==> config.mk <==
export PLATFORM = sky130hd
export DESIGN_NAME = lsq_sequencer
export DESIGN_NICKNAME = d
export VERILOG_FILES = /design/src/hdl/lsq_pkg.sv /design/src/hdl/lsq_sequencer.sv /design/src/hdl/lsq_step_chain.sv
export SDC_FILE = /design/constraint.sdc
export NUM_CORES = 1
export LEC_CHECK = 0
export BUFFER_PORTS_ARGS = -buffer_cell sky130_fd_sc_hd__buf_2
export CORE_MARGIN = 2
export CORE_UTILIZATION = 40
export DETAILED_ROUTE_END_ITERATION = 8
export HOLD_SLACK_MARGIN = 0.02
export PLACE_DENSITY_LB_ADDON = 0.3
export SLEW_MARGIN = 10
export SYNTH_ARGS = -nofsm -noshare
export SYNTH_HDL_FRONTEND = slang
export SYNTH_HIERARCHICAL = 1
export SYNTH_SLANG_ARGS = --single-unit
==> constraint.sdc <==
create_clock -name ref_clk -period 11.3 [get_ports ref_clk]
set_clock_uncertainty 0.2 [all_clocks]
set_input_delay 0 -clock ref_clk [delete_from_list [all_inputs] [get_ports ref_clk]]
set_output_delay 0 -clock ref_clk [all_outputs]
set_load 0.005 [all_outputs]
==> src/hdl/lsq_pkg.sv <==
// Purpose: Shared types and constants for the load/arith/store sequencer.
// Assumes: Octal timing steps 00..27 are held as indices 0..23.
// Notes:   Opcode values are octal opcodes written in hex.
package lsq_pkg;

	// ==========================================================
	// Timing steps (index of octal step)
	localparam logic [4:0] STEP_00 = 5'h00;
	localparam logic [4:0] STEP_05 = 5'h05;
	localparam logic [4:0] STEP_06 = 5'h06;
	localparam logic [4:0] STEP_07 = 5'h07;
	localparam logic [4:0] STEP_10 = 5'h08;
	localparam logic [4:0] STEP_12 = 5'h0a;
	localparam logic [4:0] STEP_13 = 5'h0b;
	localparam logic [4:0] STEP_15 = 5'h0d;
	localparam logic [4:0] STEP_16 = 5'h0e;
	localparam logic [4:0] STEP_20 = 5'h10;
	localparam logic [4:0] STEP_21 = 5'h11;
	localparam logic [4:0] STEP_22 = 5'h12;
	localparam logic [4:0] STEP_23 = 5'h13;
	localparam logic [4:0] STEP_24 = 5'h14;
	localparam logic [4:0] STEP_25 = 5'h15;
	localparam logic [4:0] STEP_26 = 5'h16;
	localparam logic [4:0] STEP_27 = 5'h17;
	localparam logic [4:0] STEP_RST = 5'h00;

	// ==========================================================
	// Opcodes (6-bit function field)
	localparam int OPC_W = 6;
	localparam logic [5:0] LOAD_IMMEDIATE_OP   = 6'h10;
	localparam logic [5:0] LOAD_MEMORY_OP      = 6'h11;
	localparam logic [5:0] LOAD_INDIRECT_OP    = 6'h12;
	localparam logic [5:0] NEGLOAD_MEMORY_OP   = 6'h15;
	localparam logic [5:0] NEGLOAD_INDIRECT_OP = 6'h16;
	localparam logic [5:0] SUM_IMMEDIATE_OP    = 6'h18;
	localparam logic [5:0] SUM_MEMORY_OP       = 6'h19;
	localparam logic [5:0] SUM_INDIRECT_OP     = 6'h1a;
	localparam logic [5:0] MINUS_IMMEDIATE_OP  = 6'h1c;
	localparam logic [5:0] MINUS_MEMORY_OP     = 6'h1d;
	localparam logic [5:0] MINUS_INDIRECT_OP   = 6'h1e;
	localparam logic [5:0] SAVE_MEMORY_OP      = 6'h21;
	localparam logic [5:0] SAVE_INDIRECT_OP    = 6'h22;

	// ==========================================================
	// Register map (byte addresses) and reset values
	localparam logic [31:0] ADDR_CTRL   = 32'h0000_0000;
	localparam logic [31:0] ADDR_TAG    = 32'h0000_0004;
	localparam logic [31:0] ADDR_ACC    = 32'h0000_0008;
	localparam logic [31:0] ADDR_PC     = 32'h0000_000c;
	localparam logic [31:0] ADDR_STATUS = 32'h0000_0010;
	localparam int CTRL_RUN_BIT = 0;
	localparam int STAT_CYC_LSB = 0;
	localparam int STAT_STEP_LSB = 4;
	localparam int STAT_FUNC_LSB = 9;
	localparam int STAT_PROBED_BIT = 15;
	localparam logic CTRL_RUN_RST = 1'b0;

	// ==========================================================
	// Types
	typedef enum logic [1:0] {CYC_FETCH, CYC_IND, CYC_ADDR, CYC_EXEC} lsq_cyc_e;
	typedef enum logic [2:0] {
		CLS_LOAD, CLS_NLOAD, CLS_ADD, CLS_SUB, CLS_STORE, CLS_NONE
	} lsq_cls_e;
	typedef enum logic [1:0] {FORM_NONE, FORM_DIRECT, FORM_INDIRECT} lsq_form_e;

	typedef struct packed {
		lsq_cls_e  cls;
		lsq_form_e form;
	} lsq_dec_s;

	typedef struct packed {
		logic core_read_flop;
		logic core_write_flop;
		logic core_inhibit_flop;
		logic core_divert_flop;
	} lsq_core_ctl_s;

endpackage

==> src/hdl/lsq_sequencer.sv <==
// Purpose: Main-cycle sequencer for load, add, subtract and store.
// Assumes: Core memory senses the word at mem_addr during reads.
// Notes:   Registers on APB; zero wait states, one's complement adder.
// Operation
// - Opcodes 20, 21, 22 load accumulator: no-address, direct, indirect.
// - Opcodes 25, 26 load the negated operand, direct and indirect.
// - Opcodes 30, 31, 32 add: no-address, direct, indirect.
// - Opcodes 34, 35, 36 subtract: no-address, direct, indirect.
// - Opcodes 41, 42 store accumulator, direct and indirect.
// - Fetch: advance counter, clear address at 00; counter to address at 05.
// - Step 07 of every cycle except store execute saves the program counter.
// - Fetch: read set, exchange cleared at 10; sense in 12; read off 15.
// - Fetch: function cleared at 13; inhibit set, exchange to function 16.
// - Fetch: divert set 06, write set 20, divert off 26, rest off 27.
// - Loads after fetch: no-address execute, direct address, else indirect.
// - Store after fetch: direct to address cycle, indirect to execute.
// - Indirect cycle steps counter, fetches word, then goes to address.
// - Address cycle loads address at 05, reads at 12, then execute.
// - Store execute: exchange plus tag address, accumulator to exchange.
// - Add or subtract gate accumulator and signed operand, result to A.
// - No-address execute addresses from counter, others from exchange+tag.
// - Load execute gates operand, clear 21, toggle 23, probe 24, move 25.
`timescale 1ns/10ps
module lsq_sequencer #(
	parameter int WORD_W = 12
)
(
	// Clock and reset
	input  wire logic                  ref_clk,
	input  wire logic                  sys_rst,
	// APB slave
	input  wire logic                  psel,
	input  wire logic                  penable,
	input  wire logic                  pwrite,
	input  wire logic [31:0]           paddr,
	input  wire logic [31:0]           pwdata,
	output logic [31:0]                prdata,
	output logic                       pready,
	output logic                       pslverr,
	// Core memory stack
	output logic [WORD_W-1:0]          mem_addr,
	output logic [WORD_W-1:0]          mem_wdata,
	input  wire logic [WORD_W-1:0]     memory_sense_word,
	output lsq_pkg::lsq_core_ctl_s     core_ctl
);
	import lsq_pkg::*;

	// ==========================================================
	// State
	logic [4:0]        step;
	logic              adv;
	logic              last;
	logic              run;
	lsq_cyc_e          cyc;
	lsq_cyc_e          next_cyc;
	lsq_dec_s          dec;
	logic [OPC_W-1:0]  func;
	logic [WORD_W-1:0] xreg;
	logic [WORD_W-1:0] working_program_counter;
	logic [WORD_W-1:0] saved_program_counter;
	logic [WORD_W-1:0] acc;
	logic [WORD_W-1:0] tag;
	logic [WORD_W-1:0] q_in;
	logic [WORD_W-1:0] r_in;
	logic [WORD_W-1:0] ares;
	logic              probed;
	logic [WORD_W-1:0] pc_inc;
	logic              is_arith;
	logic              wr_en;
	logic              rd_setup;
	logic              mapped;
	logic [31:0]       next_prdata;

	// ==========================================================
	// Helpers
	function automatic lsq_dec_s decode(input logic [OPC_W-1:0] op);
		lsq_dec_s d;
		d.cls  = CLS_NONE;
		d.form = FORM_NONE;
		case (op)
			LOAD_IMMEDIATE_OP:   d = '{CLS_LOAD, FORM_NONE};
			LOAD_MEMORY_OP:      d = '{CLS_LOAD, FORM_DIRECT};
			LOAD_INDIRECT_OP:    d = '{CLS_LOAD, FORM_INDIRECT};
			NEGLOAD_MEMORY_OP:   d = '{CLS_NLOAD, FORM_DIRECT};
			NEGLOAD_INDIRECT_OP: d = '{CLS_NLOAD, FORM_INDIRECT};
			SUM_IMMEDIATE_OP:    d = '{CLS_ADD, FORM_NONE};
			SUM_MEMORY_OP:       d = '{CLS_ADD, FORM_DIRECT};
			SUM_INDIRECT_OP:     d = '{CLS_ADD, FORM_INDIRECT};
			MINUS_IMMEDIATE_OP:  d = '{CLS_SUB, FORM_NONE};
			MINUS_MEMORY_OP:     d = '{CLS_SUB, FORM_DIRECT};
			MINUS_INDIRECT_OP:   d = '{CLS_SUB, FORM_INDIRECT};
			SAVE_MEMORY_OP:      d = '{CLS_STORE, FORM_DIRECT};
			SAVE_INDIRECT_OP:    d = '{CLS_STORE, FORM_INDIRECT};
			default:             d = '{CLS_NONE, FORM_NONE};
		endcase
		return d;
	endfunction

	// True only on the edge that issues step s of cycle c
	function automatic logic at(input lsq_cyc_e c, input logic [4:0] s);
		return adv && (cyc == c) && (step == s);
	endfunction

	// One's complement sum with end-around carry
	function automatic logic [WORD_W-1:0] oc_add(
		input logic [WORD_W-1:0] a,
		input logic [WORD_W-1:0] b);
		logic [WORD_W:0] s;
		s = {1'b0, a} + {1'b0, b};
		return WORD_W'(s[WORD_W-1:0] + {{(WORD_W-1){1'b0}}, s[WORD_W]});
	endfunction

	assign dec      = decode(func);
	assign is_arith = (dec.cls == CLS_ADD) || (dec.cls == CLS_SUB);
	assign pc_inc   = WORD_W'(working_program_counter + 1'b1);

	// ==========================================================
	// Timing chain
	lsq_step_chain u_chain
	(
		.ref_clk (ref_clk),
		.sys_rst (sys_rst),
		.run     (run),
		.step    (step),
		.adv     (adv),
		.last    (last)
	);

	// Next cycle choice, looked at only at step 27
	always_comb
	begin
		next_cyc = CYC_FETCH;
		case (cyc)
			CYC_FETCH:
				if (dec.cls == CLS_NONE)
					next_cyc = CYC_FETCH; // Unknown opcodes act as no-ops
				else if (dec.form == FORM_NONE)
					next_cyc = CYC_EXEC;
				else if (dec.form == FORM_DIRECT)
					next_cyc = CYC_ADDR;
				else if (dec.cls == CLS_STORE)
					next_cyc = CYC_EXEC;
				else
					next_cyc = CYC_IND;
			CYC_IND:  next_cyc = CYC_ADDR;
			CYC_ADDR: next_cyc = CYC_EXEC;
			default:  next_cyc = CYC_FETCH;
		endcase
	end

	// Single encoded cycle flag keeps exactly one cycle active
	always_ff @(posedge ref_clk)
	begin
		if (sys_rst)
			cyc <= CYC_FETCH;
		else if (adv && last)
			cyc <= next_cyc;
	end

	// ==========================================================
	// Program counters
	always_ff @(posedge ref_clk)
	begin
		if (sys_rst)
			working_program_counter <= '0;
		else if (at(CYC_FETCH, STEP_00) || at(CYC_IND, STEP_00) ||
			(at(CYC_ADDR, STEP_00) && dec.form == FORM_DIRECT) ||
			(at(CYC_EXEC, STEP_00) && dec.form == FORM_NONE && is_arith) ||
			(at(CYC_EXEC, STEP_00) && dec.form == FORM_NONE))
			working_program_counter <= pc_inc;
		else if (wr_en && paddr == ADDR_PC)
			working_program_counter <= pwdata[WORD_W-1:0];
	end

	// Store execute has no save step
	always_ff @(posedge ref_clk)
	begin
		if (sys_rst)
			saved_program_counter <= '0;
		else if (adv && step == STEP_07 &&
			!(cyc == CYC_EXEC && dec.cls == CLS_STORE))
			saved_program_counter <= working_program_counter;
	end

	// ==========================================================
	// Storage address register
	always_ff @(posedge ref_clk)
	begin
		if (sys_rst)
			mem_addr <= '0;
		else if (adv && step == STEP_00)
			mem_addr <= '0;
		else if (adv && step == STEP_05)
		begin
			if (cyc == CYC_FETCH || cyc == CYC_IND)
				mem_addr <= working_program_counter;
			else if (cyc == CYC_ADDR)
				mem_addr <= (dec.form == FORM_DIRECT) ?
					working_program_counter : xreg;
			else if (dec.form == FORM_NONE && dec.cls != CLS_STORE)
				mem_addr <= working_program_counter;
			else
				mem_addr <= WORD_W'(xreg + tag);
		end
	end

	// ==========================================================
	// Exchange and function registers
	always_ff @(posedge ref_clk)
	begin
		if (sys_rst)
			xreg <= '0;
		else if (adv && step == STEP_10)
			xreg <= '0;
		else if (adv && step == STEP_12)
			xreg <= (cyc == CYC_EXEC && dec.cls == CLS_STORE) ?
				acc : memory_sense_word;
	end

	// Write-back data for the restore follows the exchange register
	assign mem_wdata = xreg;

	always_ff @(posedge ref_clk)
	begin
		if (sys_rst)
			func <= '0;
		else if (at(CYC_FETCH, STEP_13))
			func <= '0;
		else if (at(CYC_FETCH, STEP_16))
			func <= xreg[WORD_W-1 -: OPC_W];
	end

	// ==========================================================
	// Core control flip-flops, driven in fetch only
	always_ff @(posedge ref_clk)
	begin
		if (sys_rst)
			core_ctl <= '0;
		else
		begin
			if (at(CYC_FETCH, STEP_06))
				core_ctl.core_divert_flop <= 1'b1;
			else if (at(CYC_FETCH, STEP_26))
				core_ctl.core_divert_flop <= 1'b0;
			if (at(CYC_FETCH, STEP_10))
				core_ctl.core_read_flop <= 1'b1;
			else if (at(CYC_FETCH, STEP_15))
				core_ctl.core_read_flop <= 1'b0;
			if (at(CYC_FETCH, STEP_16))
				core_ctl.core_inhibit_flop <= 1'b1;
			else if (at(CYC_FETCH, STEP_27))
				core_ctl.core_inhibit_flop <= 1'b0;
			if (at(CYC_FETCH, STEP_20))
				core_ctl.core_write_flop <= 1'b1;
			else if (at(CYC_FETCH, STEP_27))
				core_ctl.core_write_flop <= 1'b0;
		end
	end

	// ==========================================================
	// Adder inputs, held from step 15 through 25
	always_ff @(posedge ref_clk)
	begin
		if (sys_rst)
		begin
			q_in <= '0;
			r_in <= '0;
		end
		else if (at(CYC_EXEC, STEP_15))
		begin
			q_in <= is_arith ? acc : '0;
			r_in <= (dec.cls == CLS_NLOAD || dec.cls == CLS_SUB) ?
				~xreg : xreg;
		end
	end

	// Add/subtract run one step earlier than load and store
	always_ff @(posedge ref_clk)
	begin
		if (sys_rst)
		begin
			ares   <= '0;
			probed <= 1'b0;
		end
		else if (at(CYC_EXEC, STEP_21))
		begin
			ares   <= '0;
			probed <= 1'b0;
		end
		else if (at(CYC_EXEC, is_arith ? STEP_22 : STEP_23))
			ares <= oc_add(q_in, r_in);
		else if (at(CYC_EXEC, is_arith ? STEP_23 : STEP_24))
			probed <= 1'b1;
	end

	// Hardware transfer wins over a software write in the same cycle
	always_ff @(posedge ref_clk)
	begin
		if (sys_rst)
			acc <= '0;
		else if (probed && at(CYC_EXEC, is_arith ? STEP_24 : STEP_25))
			acc <= ares;
		else if (wr_en && paddr == ADDR_ACC)
			acc <= pwdata[WORD_W-1:0];
	end

	// ==========================================================
	// APB slave: zero wait states, read data captured in setup
	assign pready   = psel && penable;
	assign wr_en    = psel && penable && pwrite;
	assign rd_setup = psel && !penable && !pwrite;
	assign mapped   = (paddr == ADDR_CTRL) || (paddr == ADDR_TAG) ||
		(paddr == ADDR_ACC) || (paddr == ADDR_PC) ||
		(paddr == ADDR_STATUS);
	assign pslverr  = pready && !mapped;

	always_ff @(posedge ref_clk)
	begin
		if (sys_rst)
		begin
			run <= CTRL_RUN_RST;
			tag <= '0;
		end
		else if (wr_en && paddr == ADDR_CTRL)
			run <= pwdata[CTRL_RUN_BIT];
		else if (wr_en && paddr == ADDR_TAG)
			tag <= pwdata[WORD_W-1:0];
	end

	// Unmapped reads return zero
	always_comb
	begin
		next_prdata = '0;
		if (paddr == ADDR_CTRL)
			next_prdata[CTRL_RUN_BIT] = run;
		else if (paddr == ADDR_TAG)
			next_prdata[WORD_W-1:0] = tag;
		else if (paddr == ADDR_ACC)
			next_prdata[WORD_W-1:0] = acc;
		else if (paddr == ADDR_PC)
			next_prdata[WORD_W-1:0] = working_program_counter;
		else if (paddr == ADDR_STATUS)
		begin
			next_prdata[STAT_CYC_LSB +: 4] = 4'h1 << cyc;
			next_prdata[STAT_STEP_LSB +: 5] = step;
			next_prdata[STAT_FUNC_LSB +: OPC_W] = func;
			next_prdata[STAT_PROBED_BIT] = probed;
		end
	end

	always_ff @(posedge ref_clk)
	begin
		if (sys_rst)
			prdata <= '0;
		else if (rd_setup)
			prdata <= next_prdata;
	end
endmodule

==> src/hdl/lsq_step_chain.sv <==
// Purpose: Timing chain stepping through the steps of one memory cycle.
// Assumes: run gates the chain; it holds its step while stopped.
// Notes:   last marks step 27, where the next cycle is chosen.
`timescale 1ns/10ps
module lsq_step_chain
(
	// Clock and reset
	input  wire logic        ref_clk,
	input  wire logic        sys_rst,
	// Control
	input  wire logic        run,
	// Timing
	output logic [4:0]       step,
	output logic             adv,
	output logic             last
);
	import lsq_pkg::*;

	// A step counts as issued on the edge that leaves it
	assign adv  = run;
	assign last = (step == STEP_27);

	// Wrap after the twenty-fourth step
	always_ff @(posedge ref_clk)
	begin
		if (sys_rst)
			step <= STEP_RST;
		else if (run)
			step <= last ? STEP_00 : 5'(step + 5'h01);
	end

endmodule

==> flow_summary.yaml <==
outcome:
  status: "finished, final reports clean"
die:
  pin_count: 143
  rows: 50
  initial_core_util: 0.4100
  core_area_um2: 18830
  die-area_um2: 20430
  die_h_um: 142.9
  die_x_um: 142.9
global_routing:
  use_met2: 0.3518
  met3_usage: 0.04494
  antenna_found_initial: 0
  gr-usage-met1: 0.3472
  grtUsageTotal: 0.2390
  grt_pass1_wl_um: 37290
  overflow: 0
  grt_max_degree: 61
  grt_pass1_vias: 6747
  top_usage_layer: "met2"
setup_path:
  worst-path-max-fanout: 4
  slowest_stage: "fa_1"
  crit_buf_inv: 0
  slowest_delay_ps: 430
  start_kind: "register"
  worstPathArrival_ps: 4250
  cp_cell_sequence: "ha_1 -> fa_1 -> a211o_1 -> a211o_1 -> and3_1 -> o21a_1 -> o21a_1 -> o21ai_0 -> nand2b_1 -> ha_1 -> and3_1 -> o211a_1 -> and4bb_1 -> nand4_2 -> xnor2_1 -> xnor2_1 -> a211oi_2"
  crit_family: "compound AO/OA/AOI/OAI gates"
  crit_type: "register to register"
  cp.required_ps: 11380
  cp-end-kind: "register"
timing:
  worst_pin_slew_ps: 1098
  max_slew_margin: 0.2641
  slew_violations: 0
  finalCritPeriodShare: 0.3687
  grt_setup_unrepaired: "false"
  hold_viol: 0
  fin_crit_ps: 4167
  finalSetupTns_ps: 0
  setup_violations: 0
  fmax_ghz: 0.2400
clock_tree:
  clock_latency_ps: 430
  clock_sinks: 136
  clock_path_buffers: 2
  post-cts-setup-buffers: 0
  cts_buffers: 17
  tritoncts: "yes"
  root_buffer: "clkbuf_16"
  hold_buffers: 43
  clkTransAtPathRegs_ps: 60
  cts_resized: 0
  htreeDepth: 4
cells_and_area:
  fin_nets: 1167
  drive_above_1_share: 0.1497
  diodes: 0
  areaGrowthSynthToFinish_pct: 21.91
  post-route-util: 0.4998
pwr:
  ir_drop_mv: 0.1123
  p_per_area_nw_per_um2: 115.3
  power_leakage_nw: 3.755
synth:
  synth_edf_count: 0
  yosys.area.top_type: "dfxtp_1"
  synth_common_cells: "dfxtp_1, nor2_1, a21oi_1, nand2_1, mux2i_1"
  yosys.cell_types.count: 72
  synth_area_um2: 7720
  async_flop_share: 0
  synth.most_common_cell: "dfxtp_1"
  synth-seq-cells: 136
  ys.flop_type: "dfxtp_1"
  synth_top_area_share: 0.3527
  syn_avg_cell_area_um2: 8.373
  yosysSeqAreaShare: 0.3527
  yosysWarnings: 6
  synth_area_leaders: "dfxtp_1, mux2i_1, nor2_1, ha_1, a211oi_1"
  syn-instance-count: 922
run:
  drv_cap: 0
drt:
  drc: 0
  drtIter0Drc: 758
  first_pass_iters: 6
  vias_per_cell: 5.627
  finalWirelength_um: 24250
  post_drt_wl_per_cell_um: 18.35
  vias: 7439
  postRouteAntennaNets: 0
placed_design:
  place_hpwl_um: 17780
  portBuffers: 106
  routabilityCongestion: 0.8938
worst_hold_path:
  hold_path.class: "input pin to register"
==> through the flow <==
| step | worst slack (ps) | instances | area [um2] | total power, mW | hold slack [ps] |
|---|---|---|---|---|---|
| 6_report | 7133 | 1322 | 9412 | 1.085 | 27.13 |
| 3_5_place_dp | 7156 | 1247 | 8388 | 0.5258 | 111.4 |
| 5_1_grt | 6896 | 1322 | 9412 | 1.117 | 69.28 |
| 3_3_place_gp | 7175 | 1247 | 8388 | 0.5256 | 110.8 |
| 2_1_floorplan | 7507 | 937 | 7776 | 0.5105 | -130.9 |
| 4_1_cts | 7144 | 1322 | 9412 | 1.090 | 30.76 |
==> cells by family (layout without fill, tap and decap cells) <==
group | count (synthesis) | after routing | synth area share
and+or+nand+nor | 323 | 323 | 0.2042
xor gates and xnor gates | 39 | 39 | 0.04425
other | 1 | 16 | 0.0004858
buffers and inverters | 77 | 202 | 0.04651
muxes | 50 | 50 | 0.06483
AOI/OAI and AO/OA | 259 | 259 | 0.2251
adders and majority gates | 37 | 37 | 0.06191
DFF | 136 | 136 | 0.3527
==> worst reg2reg max path, delay by kind of cell (launching register included) <==
family          cells  cell delay (ps)
compound gates      7             1440
xor+xnor            2              300
fa+ha+maj           3              870
flops               1              310
simple gates        5              890
==> flip-flops by register name, indices dropped and copies added, names as in the netlist, 6 cells and up <==
signal	cells
q_in	12
working_program_counter	12
mem_addr	12
func	6
mem_wdata	12
r_in	12
acc	12
prdata	16
tag	12
ares	12
==> worst paths after layout <==
path | from | endpoint | slack, ps | depth (start not counted)
setup / recovery | q_in[0] | ares[11] | 7130 | 17
hold / removal | paddr[14] | prdata[13] | 30 | 6
setup reg to reg | q_in[0] | ares[11] | 7130 | 17
hold reg to reg | prdata[10] | prdata[10] | 250 | 2
==> cell type report <==
cell class              count  area, um2
fillers                  1832       9419
multi-input cells         724       4705
flip-flops and latches    136       2723
repair buffers            156       1013
clock buffers              22      474.2
well taps                 260      325.3
clock inverters            10      118.9
inverters                  14      52.55
==> report_power, final <==
group          leakage [nW]  total (mW)  switching [mW]  internal (mW)
Combinational          2.38      0.0448          0.0242         0.0206
Clock                 0.283       0.560           0.218          0.343
Sequential             1.10       0.480        0.000371          0.480
Total                  3.76        1.09           0.242          0.843
==> layout by cell type, fill, tap and decap left out, types with 8 or more instances in the layout <==
master         Yosys  layout
nor3b_1           10      10
nor3_1            14      12
xor2_1             8       8
a221oi_1          17      17
nand3_1           29      29
and3_1            14      14
nand2b_1          10      10
a31oi_1            8       8
xnor2_1           31      31
dfxtp_1          136     136
nand2_1           60      60
dlygate4sd3_1      0      43
mux2i_1           50      50
conb_1             1      16
clkbuf_16          0      17
ha_1              35      35
a221o_1            8       8
o21ai_0           46      46
a21oi_1           71      71
nor2_1           126     126
inv_1             14      14
nor2b_1           12      12
buf_2              5     106
a211oi_1          49      49
==> layer usage <==
| metal | vias to the layer above | part of all wire |
|---|---|---|
| li1 | 3600 | - |
| met1 | 3502 | 0.48 |
| met3 | 40 | 0.068 |
| met2 | 297 | 0.43 |
| met4 | 0 | 0.026 |
| met5 | - | 0 |
(Power assumes the default switching activity.)
